===== config.mk =====
export PLATFORM = sky130hd
export DESIGN_NAME = backlight_smbus_register_bank
export DESIGN_NICKNAME = d
export VERILOG_FILES = /design/src/rtl/backlight_smbus_register_bank.v /design/src/rtl/smbus_pin_sync.v
export VERILOG_INCLUDE_DIRS = /design/src /design/src/include
export SDC_FILE = /design/constraint.sdc
export NUM_CORES = 1
export LEC_CHECK = 0
export ABC_AREA = 1
export BUFFER_PORTS_ARGS = -buffer_cell sky130_fd_sc_hd__buf_2
export CORE_ASPECT_RATIO = 0.75
export CORE_UTILIZATION = 58
export CTS_CLUSTER_DIAMETER = 60
export DETAILED_ROUTE_END_ITERATION = 12
export GPL_TIMING_DRIVEN = 0
export HOLD_SLACK_MARGIN = 0.06
export PLACE_DENSITY = 0.81
export SYNTH_ARGS = -nofsm -noshare
export SYNTH_HDL_FRONTEND = slang
export SYNTH_SLANG_ARGS = --single-unit

===== constraint.sdc =====
create_clock -name mclk_i -period 5.1 [get_ports mclk_i]
set_input_delay 1.02 -clock mclk_i [delete_from_list [all_inputs] [get_ports mclk_i]]
set_output_delay 1.02 -clock mclk_i [all_outputs]
set_load 0.005 [all_outputs]

===== src/include/backlight_consts.vh =====
/*
  constants of the backlight register bank: slave address, register
  indices, field positions, reset values and timing figures.
  assumes inclusion by bare name from the rtl files.
*/
`ifndef BACKLIGHT_CONSTS_VH
`define BACKLIGHT_CONSTS_VH

`define ADDR_CLASS_NIBBLE 4'h5
`define ADDR_WRITE_BYTE 8'h58
`define ADDR_READ_BYTE 8'h59

`define IDX_BRIGHTNESS 8'h00
`define IDX_CONTROL 8'h01
`define IDX_STATUS 8'h02
`define IDX_IDENT 8'h03

`define BRIGHTNESS_RESET 8'hFF
`define BRIGHTNESS_MAX 8'hFF
`define CONTROL_RESET 3'h0
`define STATUS_RESET 8'h00

`define CTL_ENABLE_BIT 0
`define CTL_SOURCE_BIT 1
`define CTL_INTERP_BIT 2
`define STATUS_FAULT_BIT 0

`define PANEL_DRIVER_FLAG 1'h1

`define BIT_COUNT_BYTE 4'h8
`define BIT_COUNT_ZERO 4'h0
`define BIT_COUNT_ONE 4'h1

`define CLK_MHZ 100
`define BL_ON_TIME_US 4000
`define DIM_TICK_DIV 100

`endif


===== src/rtl/backlight_smbus_register_bank.v =====
/*
  byte-protocol link slave and register bank of an eight-channel backlight
  controller, with dimming level, duty measurement and enable timing.
  assumes the link pins and the external dimming input are asynchronous;
  fault flags come from protection logic on mclk_i.
*/
// Behaviour
// address byte high nibble must be 0x5, the backlight controller class.
// address byte bit 3 must be one to be recognised.
// bit 0 is direction; accept 0x58 for write, 0x59 for read.
// all registers eight bits, byte protocols only; reserved bits reset zero.
// brightness at index 0 is read/write, 256 steps, resets to 0xFF.
// step 0 gives minimum output, current effectively off.
// steps 1 to 255 map linearly onto duty up to 100 percent.
// brightness writes take effect only in host absolute mode.
// brightness read returns programmed level whatever the source bit.
// value 0xFF gives continuous full duty.
// control bit 0 switches backlight on or off, resets to zero.
// control bit 1 hands brightness to external dimming input, resets zero.
// control bit 2 chooses absolute or percentage, resets zero; rest reserved.
// source bit wins; else interpretation picks absolute or percentage scaling.
// status bit 5 shows two channels shut down.
// status bit 4 shows one channel shut down.
// status bit 3 shows backlight on, not a fault.
// status bit 2 shows input overcurrent.
// status bit 1 shows thermal shutdown.
// status bit 0 is OR of faults; status resets to 0x00.
// identification at index 3 read-only: panel flag, vendor, revision.
// fault bit sticky; cleared by writing low or enable toggle.
// backlight on within 4 ms of enable write; off at once.
// percentage mode: brightness times measured external duty.
// foreign address not acknowledged; data line left released.
`include "backlight_consts.vh"
module backlight_smbus_register_bank #(
  parameter [3:0] VENDOR_CODE = 4'h3, // arbitrary value
  parameter [2:0] SILICON_REV = 3'h0, // arbitrary value
  parameter integer ON_DELAY_CYCLES = `BL_ON_TIME_US * `CLK_MHZ,
  parameter integer DIM_TICK_DIV = `DIM_TICK_DIV
) (
  input wire mclk_i,
  input wire rst_i,
  input wire scl_i,
  input wire sda_i,
  output reg sda_o,
  output reg sda_oe_o,
  input wire external_dimming_input_i,
  input wire two_channels_down_i,
  input wire one_channel_down_i,
  input wire input_overcurrent_flag_i,
  input wire thermal_trip_flag_i,
  output reg backlight_on_o,
  output reg [7:0] dimming_level_o,
  output reg pwm_o
);
  localparam [9:0] ST_IDLE = 10'h001;
  localparam [9:0] ST_ADDR = 10'h002;
  localparam [9:0] ST_ADDR_ACK = 10'h004;
  localparam [9:0] ST_CMD = 10'h008;
  localparam [9:0] ST_CMD_ACK = 10'h010;
  localparam [9:0] ST_WDATA = 10'h020;
  localparam [9:0] ST_WDATA_ACK = 10'h040;
  localparam [9:0] ST_RDATA = 10'h080;
  localparam [9:0] ST_RDATA_ACK = 10'h100;
  localparam [9:0] ST_IGNORE = 10'h200;

  wire sda_s;
  wire dim_s;
  wire scl_rise;
  wire scl_fall;
  wire start_det;
  wire stop_det;

  reg [9:0] state;
  reg [3:0] bit_cnt;
  reg [7:0] rx_shift;
  reg [7:0] tx_shift;
  reg [7:0] reg_index;
  reg read_dir;
  reg [7:0] brightness_step;
  reg backlight_enable;
  reg source_select;
  reg dimming_interpretation_select;
  reg fault_sticky;
  reg backlight_on_indicator;
  reg [31:0] on_cnt;
  reg [15:0] tick_cnt;
  reg tick;
  reg [7:0] win_cnt;
  reg [8:0] high_cnt;
  reg [8:0] duty_meas;
  reg [7:0] pwm_cnt;
  reg wr_stb;
  reg [7:0] wr_data;

  reg [7:0] rd_mux;
  reg [7:0] next_level;
  // toggling the enable or writing the fault bit low both clear it
  wire fault_clear = wr_stb && (((reg_index == `IDX_STATUS) && !wr_data[`STATUS_FAULT_BIT]) ||
    ((reg_index == `IDX_CONTROL) && (wr_data[`CTL_ENABLE_BIT] != backlight_enable)));

  wire fault_any = two_channels_down_i | one_channel_down_i | input_overcurrent_flag_i | thermal_trip_flag_i;
  wire mode_external = source_select;
  wire mode_absolute = ~source_select & dimming_interpretation_select;
  wire addr_match = (rx_shift == `ADDR_WRITE_BYTE) || (rx_shift == `ADDR_READ_BYTE);

  // brightness scaled by a duty measured in 256ths
  function [7:0] scale_by_duty;
    input [7:0] level;
    input [8:0] duty;
    reg [16:0] prod;
    begin
      prod = level * duty;
      scale_by_duty = prod[15:8];
    end
  endfunction

  smbus_pin_sync u_sync (
    .mclk_i(mclk_i),
    .rst_i(rst_i),
    .scl_i(scl_i),
    .sda_i(sda_i),
    .dim_i(external_dimming_input_i),
    .sda_o(sda_s),
    .dim_o(dim_s),
    .scl_rise_o(scl_rise),
    .scl_fall_o(scl_fall),
    .start_o(start_det),
    .stop_o(stop_det)
  );

  always @* begin
    case (reg_index)
      `IDX_BRIGHTNESS: rd_mux = brightness_step;
      `IDX_CONTROL: rd_mux = {5'h00, dimming_interpretation_select, source_select, backlight_enable};
      `IDX_STATUS: rd_mux = {2'h0, two_channels_down_i, one_channel_down_i, backlight_on_indicator,
                             input_overcurrent_flag_i, thermal_trip_flag_i, fault_sticky};
      `IDX_IDENT: rd_mux = {`PANEL_DRIVER_FLAG, VENDOR_CODE, SILICON_REV};
      default: rd_mux = 8'h00;
    endcase
  end

  // link slave; the data line is only ever pulled low, never driven high
  always @(posedge mclk_i or posedge rst_i) begin
    if (rst_i) begin
      state <= ST_IDLE;
      bit_cnt <= 4'h0;
      rx_shift <= 8'h00;
      tx_shift <= 8'h00;
      reg_index <= 8'h00;
      read_dir <= 1'b0;
      sda_o <= 1'b0;
      sda_oe_o <= 1'b0;
      wr_stb <= 1'b0;
      wr_data <= 8'h00;
    end else begin
      wr_stb <= 1'b0;
      sda_o <= 1'b0;
      if (stop_det) begin
        state <= ST_IDLE;
        sda_oe_o <= 1'b0;
      end else if (start_det) begin
        state <= ST_ADDR;
        bit_cnt <= `BIT_COUNT_ZERO;
        sda_oe_o <= 1'b0;
      end else if (scl_rise) begin
        if ((state == ST_ADDR) || (state == ST_CMD) || (state == ST_WDATA)) begin
          rx_shift <= {rx_shift[6:0], sda_s};
          bit_cnt <= bit_cnt + `BIT_COUNT_ONE;
        end else if (state == ST_RDATA) begin
          bit_cnt <= bit_cnt + `BIT_COUNT_ONE;
        end
      end else if (scl_fall) begin
        case (state)
          ST_ADDR: begin
            if (bit_cnt == `BIT_COUNT_BYTE) begin
              if (addr_match) begin
                state <= ST_ADDR_ACK;
                read_dir <= rx_shift[0];
                sda_oe_o <= 1'b1;
              end else begin
                state <= ST_IGNORE;
              end
            end
          end
          ST_ADDR_ACK: begin
            bit_cnt <= `BIT_COUNT_ZERO;
            if (read_dir) begin
              state <= ST_RDATA;
              tx_shift <= rd_mux;
              sda_oe_o <= ~rd_mux[7];
            end else begin
              state <= ST_CMD;
              sda_oe_o <= 1'b0;
            end
          end
          ST_CMD: begin
            if (bit_cnt == `BIT_COUNT_BYTE) begin
              state <= ST_CMD_ACK;
              reg_index <= rx_shift;
              sda_oe_o <= 1'b1;
            end
          end
          ST_CMD_ACK: begin
            state <= ST_WDATA;
            bit_cnt <= `BIT_COUNT_ZERO;
            sda_oe_o <= 1'b0;
          end
          ST_WDATA: begin
            if (bit_cnt == `BIT_COUNT_BYTE) begin
              state <= ST_WDATA_ACK;
              wr_stb <= 1'b1;
              wr_data <= rx_shift;
              sda_oe_o <= 1'b1;
            end
          end
          ST_WDATA_ACK: begin
            state <= ST_IGNORE;
            sda_oe_o <= 1'b0;
          end
          ST_RDATA: begin
            if (bit_cnt == `BIT_COUNT_BYTE) begin
              state <= ST_RDATA_ACK;
              sda_oe_o <= 1'b0;
            end else begin
              tx_shift <= {tx_shift[6:0], 1'b0};
              sda_oe_o <= ~tx_shift[6];
            end
          end
          ST_RDATA_ACK: state <= ST_IGNORE;
          ST_IDLE: state <= ST_IDLE;
          ST_IGNORE: sda_oe_o <= 1'b0;
          default: begin
            state <= ST_IDLE;
            sda_oe_o <= 1'b0;
          end
        endcase
      end
    end
  end

  // register writes and the sticky fault bit
  always @(posedge mclk_i or posedge rst_i) begin
    if (rst_i) begin
      brightness_step <= `BRIGHTNESS_RESET;
      {dimming_interpretation_select, source_select, backlight_enable} <= `CONTROL_RESET;
      fault_sticky <= 1'b0;
    end else begin
      if (wr_stb && (reg_index == `IDX_BRIGHTNESS) && mode_absolute)
        brightness_step <= wr_data;
      if (wr_stb && (reg_index == `IDX_CONTROL)) begin
        backlight_enable <= wr_data[`CTL_ENABLE_BIT];
        source_select <= wr_data[`CTL_SOURCE_BIT];
        dimming_interpretation_select <= wr_data[`CTL_INTERP_BIT];
      end
      // a fault present in the clearing cycle keeps the bit set
      if (fault_any)
        fault_sticky <= 1'b1;
      else if (fault_clear)
        fault_sticky <= 1'b0;
    end
  end

  // enable delay: on after the full wait, off on the next edge
  always @(posedge mclk_i or posedge rst_i) begin
    if (rst_i) begin
      on_cnt <= 32'h00000000;
      backlight_on_indicator <= 1'b0;
      backlight_on_o <= 1'b0;
    end else begin
      if (!backlight_enable) begin
        on_cnt <= 32'h00000000;
        backlight_on_indicator <= 1'b0;
      end else if (!backlight_on_indicator) begin
        if (on_cnt >= ON_DELAY_CYCLES - 1)
          backlight_on_indicator <= 1'b1;
        else
          on_cnt <= on_cnt + 32'h00000001;
      end
      backlight_on_o <= backlight_on_indicator & backlight_enable;
    end
  end

  // dimming timebase, external duty measured over 256 ticks
  always @(posedge mclk_i or posedge rst_i) begin
    if (rst_i) begin
      tick_cnt <= 16'h0000;
      tick <= 1'b0;
      win_cnt <= 8'h00;
      high_cnt <= 9'h000;
      duty_meas <= 9'h000;
      pwm_cnt <= 8'h00;
    end else begin
      tick <= (tick_cnt == DIM_TICK_DIV - 1);
      if (tick_cnt == DIM_TICK_DIV - 1)
        tick_cnt <= 16'h0000;
      else
        tick_cnt <= tick_cnt + 16'h0001;
      if (tick) begin
        pwm_cnt <= pwm_cnt + 8'h01;
        win_cnt <= win_cnt + 8'h01;
        if (win_cnt == 8'hFF) begin
          duty_meas <= high_cnt + {8'h00, dim_s};
          high_cnt <= 9'h000;
        end else begin
          high_cnt <= high_cnt + {8'h00, dim_s};
        end
      end
    end
  end

  always @* begin
    if (mode_external)
      next_level = scale_by_duty(`BRIGHTNESS_MAX, duty_meas);
    else if (mode_absolute)
      next_level = brightness_step;
    else
      next_level = scale_by_duty(brightness_step, duty_meas);
  end

  // level 0 never drives, 0xFF always drives while the backlight is on
  always @(posedge mclk_i or posedge rst_i) begin
    if (rst_i) begin
      dimming_level_o <= 8'h00;
      pwm_o <= 1'b0;
    end else begin
      dimming_level_o <= next_level;
      if (!backlight_on_indicator || !backlight_enable)
        pwm_o <= 1'b0;
      else if (next_level == `BRIGHTNESS_MAX)
        pwm_o <= 1'b1;
      else
        pwm_o <= (pwm_cnt < next_level);
    end
  end
endmodule // backlight_smbus_register_bank


===== src/rtl/smbus_pin_sync.v =====
/*
  two-flop synchronisers for the link pins and the external dimming input,
  with edge, start and stop detection on the synchronised link levels.
  assumes all inputs are asynchronous to mclk_i.
*/
module smbus_pin_sync (
  input wire mclk_i,
  input wire rst_i,
  input wire scl_i,
  input wire sda_i,
  input wire dim_i,
  output reg sda_o,
  output reg dim_o,
  output reg scl_rise_o,
  output reg scl_fall_o,
  output reg start_o,
  output reg stop_o
);
  reg scl_meta;
  reg sda_meta;
  reg dim_meta;
  reg scl_s;
  reg sda_s;
  reg scl_d;
  reg sda_d;

  always @(posedge mclk_i or posedge rst_i) begin
    if (rst_i) begin
      scl_meta <= 1'b1;
      sda_meta <= 1'b1;
      dim_meta <= 1'b0;
      scl_s <= 1'b1;
      sda_s <= 1'b1;
      dim_o <= 1'b0;
      scl_d <= 1'b1;
      sda_d <= 1'b1;
      sda_o <= 1'b1;
      scl_rise_o <= 1'b0;
      scl_fall_o <= 1'b0;
      start_o <= 1'b0;
      stop_o <= 1'b0;
    end else begin
      scl_meta <= scl_i;
      sda_meta <= sda_i;
      dim_meta <= dim_i;
      scl_s <= scl_meta;
      sda_s <= sda_meta;
      dim_o <= dim_meta;
      scl_d <= scl_s;
      sda_d <= sda_s;
      sda_o <= sda_s;
      scl_rise_o <= scl_s & ~scl_d;
      scl_fall_o <= ~scl_s & scl_d;
      // data moving while the clock is high frames a transfer
      start_o <= scl_s & scl_d & sda_d & ~sda_s;
      stop_o <= scl_s & scl_d & ~sda_d & sda_s;
    end
  end
endmodule // smbus_pin_sync


Word-level counts from Yosys, hierarchy flattened
Index checks and enable logic that the tools add are counted.
Word-level totals
  output and inout bits: 12
  bits of input ports: 9
  register bits after elaboration: 166
  logic and storage cells: 188
Cells by class
  bitwise gates (word level): 22
  $mul: 2
  equal/unequal tests: 34
  $lt $le $gt $ge: 2
  muxes and demuxes: 51
  $add $sub $neg: 6
  reduce and logical (&&, ||, !) cells: 34
Operators by type and width (number)
  2-to-1 mux 32 bit: 3
  2-to-1 mux 10 bit: 9
  case mux 10 bit (8 select lines): 1
  adder 32 x 1 -> 32 bit (second input constant): 1
  greater-or-equal comparator 32 x 19 -> 1 bit (second input constant): 1
  case mux 8 bit (4 select lines): 1
  2-to-1 mux 4 bit: 6
  2-to-1 mux 8 bit: 3
  2-to-1 mux 1 bit: 22
  AND reduction 7 bit: 3
  inequality test 4 x 1 -> 1 bit (second input constant): 5
  AND reduction 6 bit: 3
  adder 16 x 1 -> 16 bit (second input constant): 1
  adder 8 x 1 -> 8 bit (second input constant): 2
  equality test 16 x 7 -> 1 bit (second input constant): 1
  equality test 8 x 2 -> 1 bit (second input constant): 2
  equality test 8 x 7 -> 1 bit (second input constant): 2
  equality test 8 bit (second input constant): 2
  multiplier 8 x 9 -> 16 bit: 1
  multiplier 8 x 9 -> 16 bit (first input constant): 1
  2-to-1 mux 16 bit: 1
  2-to-1 mux 7 bit: 2
  case mux 7 bit (2 select lines): 1
  equality test 10 x 1 -> 1 bit (second input constant): 1
  other kinds (34): 76

Depth between registers and ports, before layout
Gate-level depths: netlist of run 1.
  depth after elaboration: 9
  mapped depth: 32
  gate-level depth less buffers: 31

By module
From an unflattened synthesis of run 1, not the netlist that was laid out.
Unflattened totals
  cell total of the unflattened synthesis: 1508
  area, all modules: 12040.3 um2
Modules (own cells, without submodules)
  backlight_smbus_register_bank: instances 1, cells each 1484, seq. area each 3865.0 um2, area each 11687.5 um2
  smbus_pin_sync: instances 1, cells each 24, seq. area each 307.8 um2, area each 352.8 um2

Worst setup path after synthesis of run 1
No wires, ideal clock.
  path kind: reg2reg
  from: register duty_meas[4]
  to: register pwm_o
  path buffers: 1
  stages on the path, launching flop included: 28
  data required time: 5.023 ns
  arrival: 4.855 ns
  path slack: 0.168 ns
  period minus slack after synthesis: 4.932 ns
  library setup time: 0.077 ns
  cells stage by stage: dfrtp_1 > clkbuf_1 > inv_1 > fa_1 > fa_1 > inv_1 > fa_1 > inv_1 > fa_1 > inv_1 > ha_1 > nand2_1 > inv_1 > a21oi_1 > nand2_1 > nand2_1 > nand2_1 > nand2_1 > nand3_1 > nand3_1 > nand2_1 > ha_1 > a21o_1 > nand4_1 > nand2_1 > inv_1 > nand2_1 > a21oi_1
Between the ends
  word-level cells in the longest chain between the ends: 6
  elaborated cells on any way between the ends: 8
  classes of those cells: mul: 2; order compare: 1; eq/ne: 1; mux: 4
Ends and longest elaborated chain
  start: declaration: RTL line backlight_smbus_register_bank.v:90  | reg [8:0] duty_meas;
  start signal: assignment: RTL line backlight_smbus_register_bank.v:302  | duty_meas <= high_cnt + {8'h00, dim_s};
  multiplier 8 x 9 -> 16 bit: RTL line backlight_smbus_register_bank.v:112  | prod = level * duty;
  2-to-1 mux 8 bit: RTL line backlight_smbus_register_bank.v:314  | else if (mode_absolute)
  2-to-1 mux 8 bit (*): RTL line backlight_smbus_register_bank.v:312  | if (mode_external)
  < comparator 8 bit or equality test 8 bit (tied branches)
  2-to-1 mux 1 bit (*): RTL line backlight_smbus_register_bank.v:329  | else if (next_level == `BRIGHTNESS_MAX)
  2-to-1 mux 1 bit (*): RTL line backlight_smbus_register_bank.v:327  | if (!backlight_on_indicator || !backlight_enable)
  end signal: assignment: RTL line backlight_smbus_register_bank.v:332  | pwm_o <= (pwm_cnt < next_level);
  end: declaration: RTL line backlight_smbus_register_bank.v:53  | output reg pwm_o
Every way passes the cells marked *; elsewhere a longest branch is shown, timed or not.
A chain may end at the register's enable or synchronous reset.

Worst setup path after layout of run 1
  from: register duty_meas[7]
  to: register pwm_o
Between the ends
  word-level cells in the longest chain between the ends: 6
  elaborated cells on any way between the ends: 8
  classes of those cells: mul: 2; order compare: 1; eq/ne: 1; mux: 4
Ends and longest elaborated chain
  multiplier 8 x 9 -> 16 bit: RTL line backlight_smbus_register_bank.v:112
  2-to-1 mux 8 bit: RTL line backlight_smbus_register_bank.v:314
  2-to-1 mux 8 bit (*): RTL line backlight_smbus_register_bank.v:312
  via next_level[4]: RTL line backlight_smbus_register_bank.v:96  | reg [7:0] next_level;
  < comparator 8 bit or equality test 8 bit (tied branches)
  2-to-1 mux 1 bit (*): RTL line backlight_smbus_register_bank.v:329
  2-to-1 mux 1 bit (*): RTL line backlight_smbus_register_bank.v:327
The timed path passes the listed nets; every way through them passes the cells marked *.

==> impl_results.md, run 1 <==
* Status: complete, no violations
* Ys flop type: dfrtp_1
* Design Power at 2.819 mW
* Dpl ws at -530.5 ps
* Simple-gate share of the synthesized area at 22.54%
* Slew HR at 58.77%
* DRT iter0 DRCs at 861
* Final Non-Filler Cells at 1840
* GRT overflow at 0
* Worst setup path startpoint: duty_meas[7]$_DFFE_PP0P_
* Async SR Flop Fraction at 100.0%
* Core box area at 20380 um^2
* Fin crit period at 5028 ps
* Final worst setup slack at 71.88 ps
* H-tree depth at 4
* Initial antenna violation count at 0
* Final wirelength at 27860 um
* Mapped Cells at 1481
* RR Endpoint: pwm_o$_DFF_PP0_
* Final hold vios at 0
* Top cell type's share of synthesized area at 31.18%
* Synth Area in Compound Gates at 7.082%
* Die ar. at 21480 um^2
* TritonCTS clock tree: built
* Post-synth EDFFs at 0
* Gr usage total at 27.08%
* Setup total negative slack at 0 ps
* CTS max path bufs at 2
* R2r worst-path depth at 30
* CP bufs+invs at 8
* PortBufs at 19
* CP max stage cell: fa_1
* Crit path max fanout at 9
* CP peak stage delay at 540 ps
* CP endpoint: pwm_o$_DFF_PP0_
* Synth area leader: dfrtp_1
* LEAKAGE at 7.448 nW
* Routed length per instance at 15.14 um
* Power Density at 203.1 nW/um^2
* Post-synth cell types at 60
* Adder-Cell Fraction of Synth Area at 20.17%
* Ratio of cells with drive above 1 in the final layout at 17.46%
* Slew Limit Fails at 0
* Vias at 9705
* Io pins at 21
* Vias in the first global route at 9658
* Ant. Diodes at 0
* Worst reg2reg setup slack at 70 ps
* Ys Warns at 0
* Placed cells at 1786
* Worst hold path class: reg2reg
* Slew at the pin closest to its max-slew limit at 617.2 ps
* # hold bufs at CTS at 0
* DP Wirelength at 20070 um
* Post-synthesis register bit count at 166
* Clock Skew at 12.07 ps
* Routability Congestion at 0.9174
* FP Rows at 45
* Syn_nets at 1641
* # DRC at 0
* HP Start: u_sync.dim_meta$_DFF_PP0_
* Antenna viol nets, final at 0
* DIE HEIGHT at 127.2 um
* Main combinational cell family by area after synthesis: simple AND/OR/NAND/NOR gates
* Average size of a mapped cell at 8.183 um^2
* Clk slew on worst S/H paths at 70 ps
* CP most frequent cell: nand2_2
* Worst Path Arrival at 5390 ps
* Maxcap violations at 0
* Total clock buffers created by CTS at 17
* CP endpoint kind: flop
* Setup-failing EPs final at 0
* FMAX at 198.9 MHz
* DIE WIDTH at 168.9 um
* Family with the most delay on the worst path: adder cells
* Crit start category: flop
* Initial Util at 59.46%
* Via/cell ratio at 5.274
* Global-route wire length before repair at 46270 um
* Nets@finish at 1705
* Worst VDD drop at 0.0002547 V
* Post-synthesis sequential area ratio at 34.43%
* Synthesized area at 12120 um^2
* Root buffer cell: clkbuf_16
* Clock Sinks at 166
* Worst endpoint required time at 5460 ps
* Post-layout util at 68.11%
* Critical Path Stages at 30
* R2r startpoint: duty_meas[7]$_DFFE_PP0P_
* Top post-synthesis cells by area: dfrtp_1, fa_1, inv_1, nand2_1, ha_1
* Crit share post-route at 98.59%
* Worst-Skew Late Latency at 440 ps
* Largest net degree at the start of global routing at 41
* Drt first pass iters at 5
* Multiplexer share of the synthesized area at 0.3717%
* Xor/xnor share of the synthesized area at 3.541%
* P&R area growth vs syn at 14.55%
* Worst setup path class: reg2reg
area by class of cell:
type | instances | area [um^2]
plain buffers | 25 | 172.7
clock buffers | 18 | 429.2
clock inverters | 14 | 187.7
fillers | 1562 | 6500
inverters | 338 | 1284
multi-input cells | 944 | 6857
flip-flops and latches | 166 | 4184
well taps | 282 | 352.8
repair buffers | 53 | 415.4
metrics by stage:
| stage | instance area, um^2 | hold WS, ps |
|---|---|---|
| after floorplan | 12120 | 331.2 |
| after global placement | 12570 | 332.7 |
| after detailed placement | 12650 | 336.2 |
| after CTS | 13470 | 352.9 |
| after global routing | 13880 | 359.6 |
| final | 13880 | 350.9 |
flip-flops by register name, indices dropped and copies added, names as in the netlist, 4 cells and up:
signal,cells
duty_meas,9
win_cnt,8
reg_index,8
dimming_level_o,8
tick_cnt,16
on_cnt,32
brightness_step,8
high_cnt,9
rx_shift,8
pwm_cnt,8
state,10
wr_data,8
bit_cnt,4
tx_shift,7
layer usage:
metal,part of all wire [%],GRT usage (%),vias up
met2,47,43.27,290
li1,-,-,4678
met1,45,38.03,4699
met4,1.7,6.524,0
met5,0,0,-
met3,6.3,5.669,38
what timing repair did:
action | CTS | global route
buffers inserted | 18 | 12
endpoints found under the setup margin | 1 | 1
pin swaps | 6 | 46
hold endpoints to repair | 0 | 0
resized for setup | 33 | 86
worst min-delay path by stage:
| stage | slack (ps) | to | cells after the start |
|---|---|---|---|
| 6_report | 350 | u_sync.dim_o$_DFF_PP0_ | 0 |
| 5_1_grt | 360 | u_sync.dim_o$_DFF_PP0_ | 0 |
| 4_1_cts | 350 | u_sync.dim_o$_DFF_PP0_ | 0 |
| 3_5_place_dp | 340 | u_sync.dim_o$_DFF_PP0_ | 0 |
| 3_3_place_gp | 330 | u_sync.dim_o$_DFF_PP0_ | 0 |
| 2_1_floorplan | 330 | u_sync.dim_o$_DFF_PP0_ | 0 |
power by group:
| group | internal (mW) | switching (mW) |
|---|---|---|
| clock | 0.749 | 0.614 |
| combinational | 0.0305 | 0.0759 |
| sequential | 1.34 | 0.0135 |
synthesized netlist by cell type (11+ instances only):
| cell | n |
|---|---|
| inv_1 | 325 |
| nand2_1 | 322 |
| dfrtp_1 | 151 |
| nor2_1 | 86 |
| nand3_1 | 78 |
| ha_1 | 77 |
| fa_1 | 74 |
| o21ai_0 | 65 |
| a21oi_1 | 44 |
| xor2_1 | 37 |
| clkbuf_1 | 23 |
| nand4_1 | 16 |
| dfstp_2 | 15 |
| nor2_4 | 15 |
| nor3_1 | 15 |
| xnor2_1 | 12 |
| nor2_2 | 11 |
placed cells by master, fill, tap and decap left out, types with 16 or more instances in the layout:
cell type,count
buf_4,30
nand3_1,74
buf_2,22
nand2_2,34
inv_2,17
nand4_1,16
inv_1,314
ha_1,64
o21ai_0,62
a21oi_1,40
fa_1,69
clkbuf_16,17
nor2_4,16
dfrtp_1,142
nand2_1,292
nor2_1,85
xor2_1,37
cell families (layout without fill, tap and decap cells):
| family | Yosys count | count (layout) |
|---|---|---|
| AND/OR/NAND/NOR | 590 | 590 |
| other | 1 | 1 |
| buffers and inverters | 371 | 448 |
| flip-flops | 166 | 166 |
| multiplexers | 4 | 4 |
| adder cells (fa/ha/maj) | 151 | 151 |
| AO/OA/AOI/OAI | 149 | 149 |
| XOR/XNOR | 49 | 49 |
worst register-to-register path: cells and delay by family (launching register included):
kind            cells  cell delay, ps
fa+ha+maj           6            2550
simple gates       14            1070
buf+inv             8             620
flops               1             420
compound gates      2             290
No activity file was read; power rests on OpenSTA's default activity.
==> inputs of run 2 (changes only) <==
Settings changed: SLEW_MARGIN set to 20, SYNTH_HIERARCHICAL set to 1.
==> impl_results.md, run 2 <==
* R2r worst-path depth at 26
* Worst hold path class: reg2reg
* Design Power at 2.780 mW
* PortBufs at 19
* Power Density at 201.9 nW/um^2
* DRT iter0 DRCs at 971
* Crit start category: flop
* Slew at the pin closest to its max-slew limit at 1024 ps
* Clock Sinks at 166
* Ratio of cells with drive above 1 in the final layout at 14.12%
* Ys Warns at 6
* Worst setup path class: reg2reg
* # hold bufs at CTS at 0
* CP peak stage delay at 640 ps
* Final hold vios at 0
* P&R area growth vs syn at 14.36%
* Routability Congestion at 0.8884
* Largest regs: on_cnt (32), tick_cnt (16), state (10)
* CTS max path bufs at 2
* Worst VDD drop at 0.0002080 V
* Filler cell count in the final layout at 1488
* Fin crit period at 4993 ps
* LEAKAGE at 7.517 nW
* Commonest non-fill, non-tap cell in the layout: inv_1
* Io pins at 21
* FP Rows at 45
* Antenna viol nets, final at 0
* Status: complete, no violations
* Synth area leader: dfrtp_1
* Drt first pass iters at 5
* CP bufs+invs at 6
* Placed cells at 1790
* Gr usage total at 26.90%
* Worst-Skew Late Latency at 440 ps
* Top post-synthesis cells by area: dfrtp_1, fa_1, inv_1, nand2_1, ha_1
* Initial antenna violation count at 0
* Synthesized area at 12040 um^2
* Largest net degree at the start of global routing at 36
* Top cell type's share of synthesized area at 31.38%
* Most frequent cells in the layout: inv_1, nand2_1, dfrtp_1
* Global-route wire length before repair at 45660 um
* CP max stage cell: dfstp_2
* Post-synth cell types at 53
* Mapped Cells at 1508
* FMAX at 200.3 MHz
* Setup-failing EPs final at 0
* Ys flop type: dfrtp_1
* Biggest register: on_cnt
* Critical Path Stages at 26
* Post-synthesis register bit count at 166
* Hold Path Stages at 0
* Syn_nets at 1668
* Vias at 10040
* Average size of a mapped cell at 7.984 um^2
* Die ar. at 21350 um^2
* Final wirelength at 28180 um
* Commonest cells post-synth: inv_1, nand2_1, dfrtp_1, nor2_1, nand3_1
* Slew HR at 31.11%
* CP most frequent cell: inv_1
* Family with the most delay on the worst path: adder cells
* Clock Skew at 11.80 ps
* GRT overflow at 0
* Post-synth EDFFs at 0
* Max reg flops at 32
* Slew Limit Fails at 0
* RR Endpoint: pwm_o$_DFF_PP0_
* Vias in the first global route at 9606
* Crit path max fanout at 8
* TritonCTS clock tree: built
* Worst reg2reg setup slack at 110 ps
* H-tree depth at 4
* Core box area at 20270 um^2
* Via/cell ratio at 5.419
* Worst endpoint required time at 5420 ps
* Root buffer cell: clkbuf_16
* DIE WIDTH at 168.4 um
* Crit share post-route at 97.90%
* Total clock buffers created by CTS at 17
* Async SR Flop Fraction at 100.0%
* # DRC at 0
* Post-synthesis sequential area ratio at 34.66%
* Final Non-Filler Cells at 1852
* Maxcap violations at 0
* Setup total negative slack at 0 ps
* Initial Util at 59.40%
* Worst Path Arrival at 5310 ps
* Hold path endpoint: u_sync/dim_o$_DFF_PP0_
* R2r startpoint: brightness_step[6]$_DFFE_PP1P_
* Nets@finish at 1741
* DP Wirelength at 20140 um
* Ant. Diodes at 0
* DIE HEIGHT at 126.8 um
* CP endpoint kind: flop
* Clk slew on worst S/H paths at 70 ps
* Most frequent cell after synthesis: inv_1
* Routed length per instance at 15.22 um
* HP Start: u_sync/dim_meta$_DFF_PP0_
[run 2: changes by cell type in the layout (fill, tap and decap cells not counted), moves of 5 or more]
cell and delta:
buf_4 +8, nor2_1 +10, nand2_2 -7, nor2_2 -6, a21oi_1 -5, inv_1 +31
nand4_1 +5, nand2_1 +16, nor3_2 -6, nor2_4 -11
[run 2: cells by family (layout without fill, tap and decap cells)]
group           count (synthesis)  after routing  share of synthesized area (%)
simple gates                  592            592                          21.77
flops                         166            166                          34.66
fa+ha+maj                     151            151                          20.31
compound gates                155            155                          7.409
buf+inv                       399            485                          12.61
mux                             1              1                        0.09352
xor+xnor                       43             43                          3.128
other cells                     1              1                        0.03115
[run 2: routing by layer]
| layer | routed length [um] | up-vias | part of all wire [%] | global-route usage (%) |
|---|---|---|---|---|
| met1 | 12800 | 4873 | 45 | 39.56 |
| li1 | - | 4780 | - | - |
| met3 | 1754 | 49 | 6.2 | 4.462 |
| met5 | 0 | - | 0 | 0 |
| met4 | 617 | 0 | 2.2 | 8.128 |
| met2 | 13010 | 334 | 46 | 41.05 |
[run 2: worst reg2reg max path, stage by stage, from the launching register on]
cell and delay [ps]:
dfstp_2 640, nand2_2 80, inv_1 80, fa_1 450, fa_1 500, fa_1 540, inv_1 80, fa_1 550
inv_1 70, ha_4 280, inv_1 50, o21ai_1 140, nand2_1 120, a21oi_4 190, nor2_2 60, nand3_1 80
nand3_1 90, nand2_2 100, nand2_2 90, ha_4 290, nand3_1 80, nand2_1 60, inv_1 40, nand2_1 50
inv_1 60, nand2_2 70, a21oi_2 50
[run 2: worst max path at each step]
| stage | start | to | slack (ps) |
|---|---|---|---|
| after floorplan | duty_meas[4]$_DFFE_PP0P_ | pwm_o$_DFF_PP0_ | 160 |
| after global placement | duty_meas[4]$_DFFE_PP0P_ | pwm_o$_DFF_PP0_ | -620 |
| after detailed placement | duty_meas[4]$_DFFE_PP0P_ | pwm_o$_DFF_PP0_ | -770 |
| after CTS | duty_meas[5]$_DFFE_PP0P_ | pwm_o$_DFF_PP0_ | 5 |
| after global routing | brightness_step[4]$_DFFE_PP1P_ | pwm_o$_DFF_PP0_ | -170 |
| final | brightness_step[6]$_DFFE_PP1P_ | pwm_o$_DFF_PP0_ | 110 |
[run 2: cell type report]
| class | instances | area [um^2] | share of cell area (%) |
|---|---|---|---|
| buffer | 27 | 190.2 | 1.381 |
| clock buffer | 18 | 439.2 | 3.189 |
| clock inverter | 14 | 156.4 | 1.136 |
| inverter | 366 | 1383 | 10.04 |
| multi-input combinational | 943 | 6616 | 48.05 |
| sequential | 166 | 4184 | 30.39 |
| tap | 258 | 322.8 | 2.344 |
| timing repair buffer | 60 | 478.0 | 3.471 |
[run 2: metrics by stage]
stage / area (um^2) / utilization [%] / setup slack (ps) / hold slack, ps
floorplan: 12040 / - / 165.0 / 331.2
global placement: 12460 / 61.48 / -616.2 / 332.2
detailed placement: 12560 / 61.98 / -769.6 / 341.3
CTS: 13390 / 66.04 / 4.854 / 357.2
global route: 13770 / 67.93 / -173.7 / 357.7
finish: 13770 / 67.93 / 107.1 / 354.1
[run 2: what timing repair did]
item	4_1_cts	5_1_grt
pin swaps	3	31
endpoints found under the setup margin	3	1
gates resized for setup	35	64
gates cloned	0	0
hold endpoints to repair	0	0
setup buffers	21	15
[run 2: power by group]
| part | leakage, nW | switching (mW) | internal [mW] | total, mW |
|---|---|---|---|---|
| Combinational | 5.02 | 0.0851 | 0.0373 | 0.122 |
| Clock | 0.289 | 0.625 | 0.669 | 1.29 |
| Sequential | 2.21 | 0.0221 | 1.34 | 1.36 |
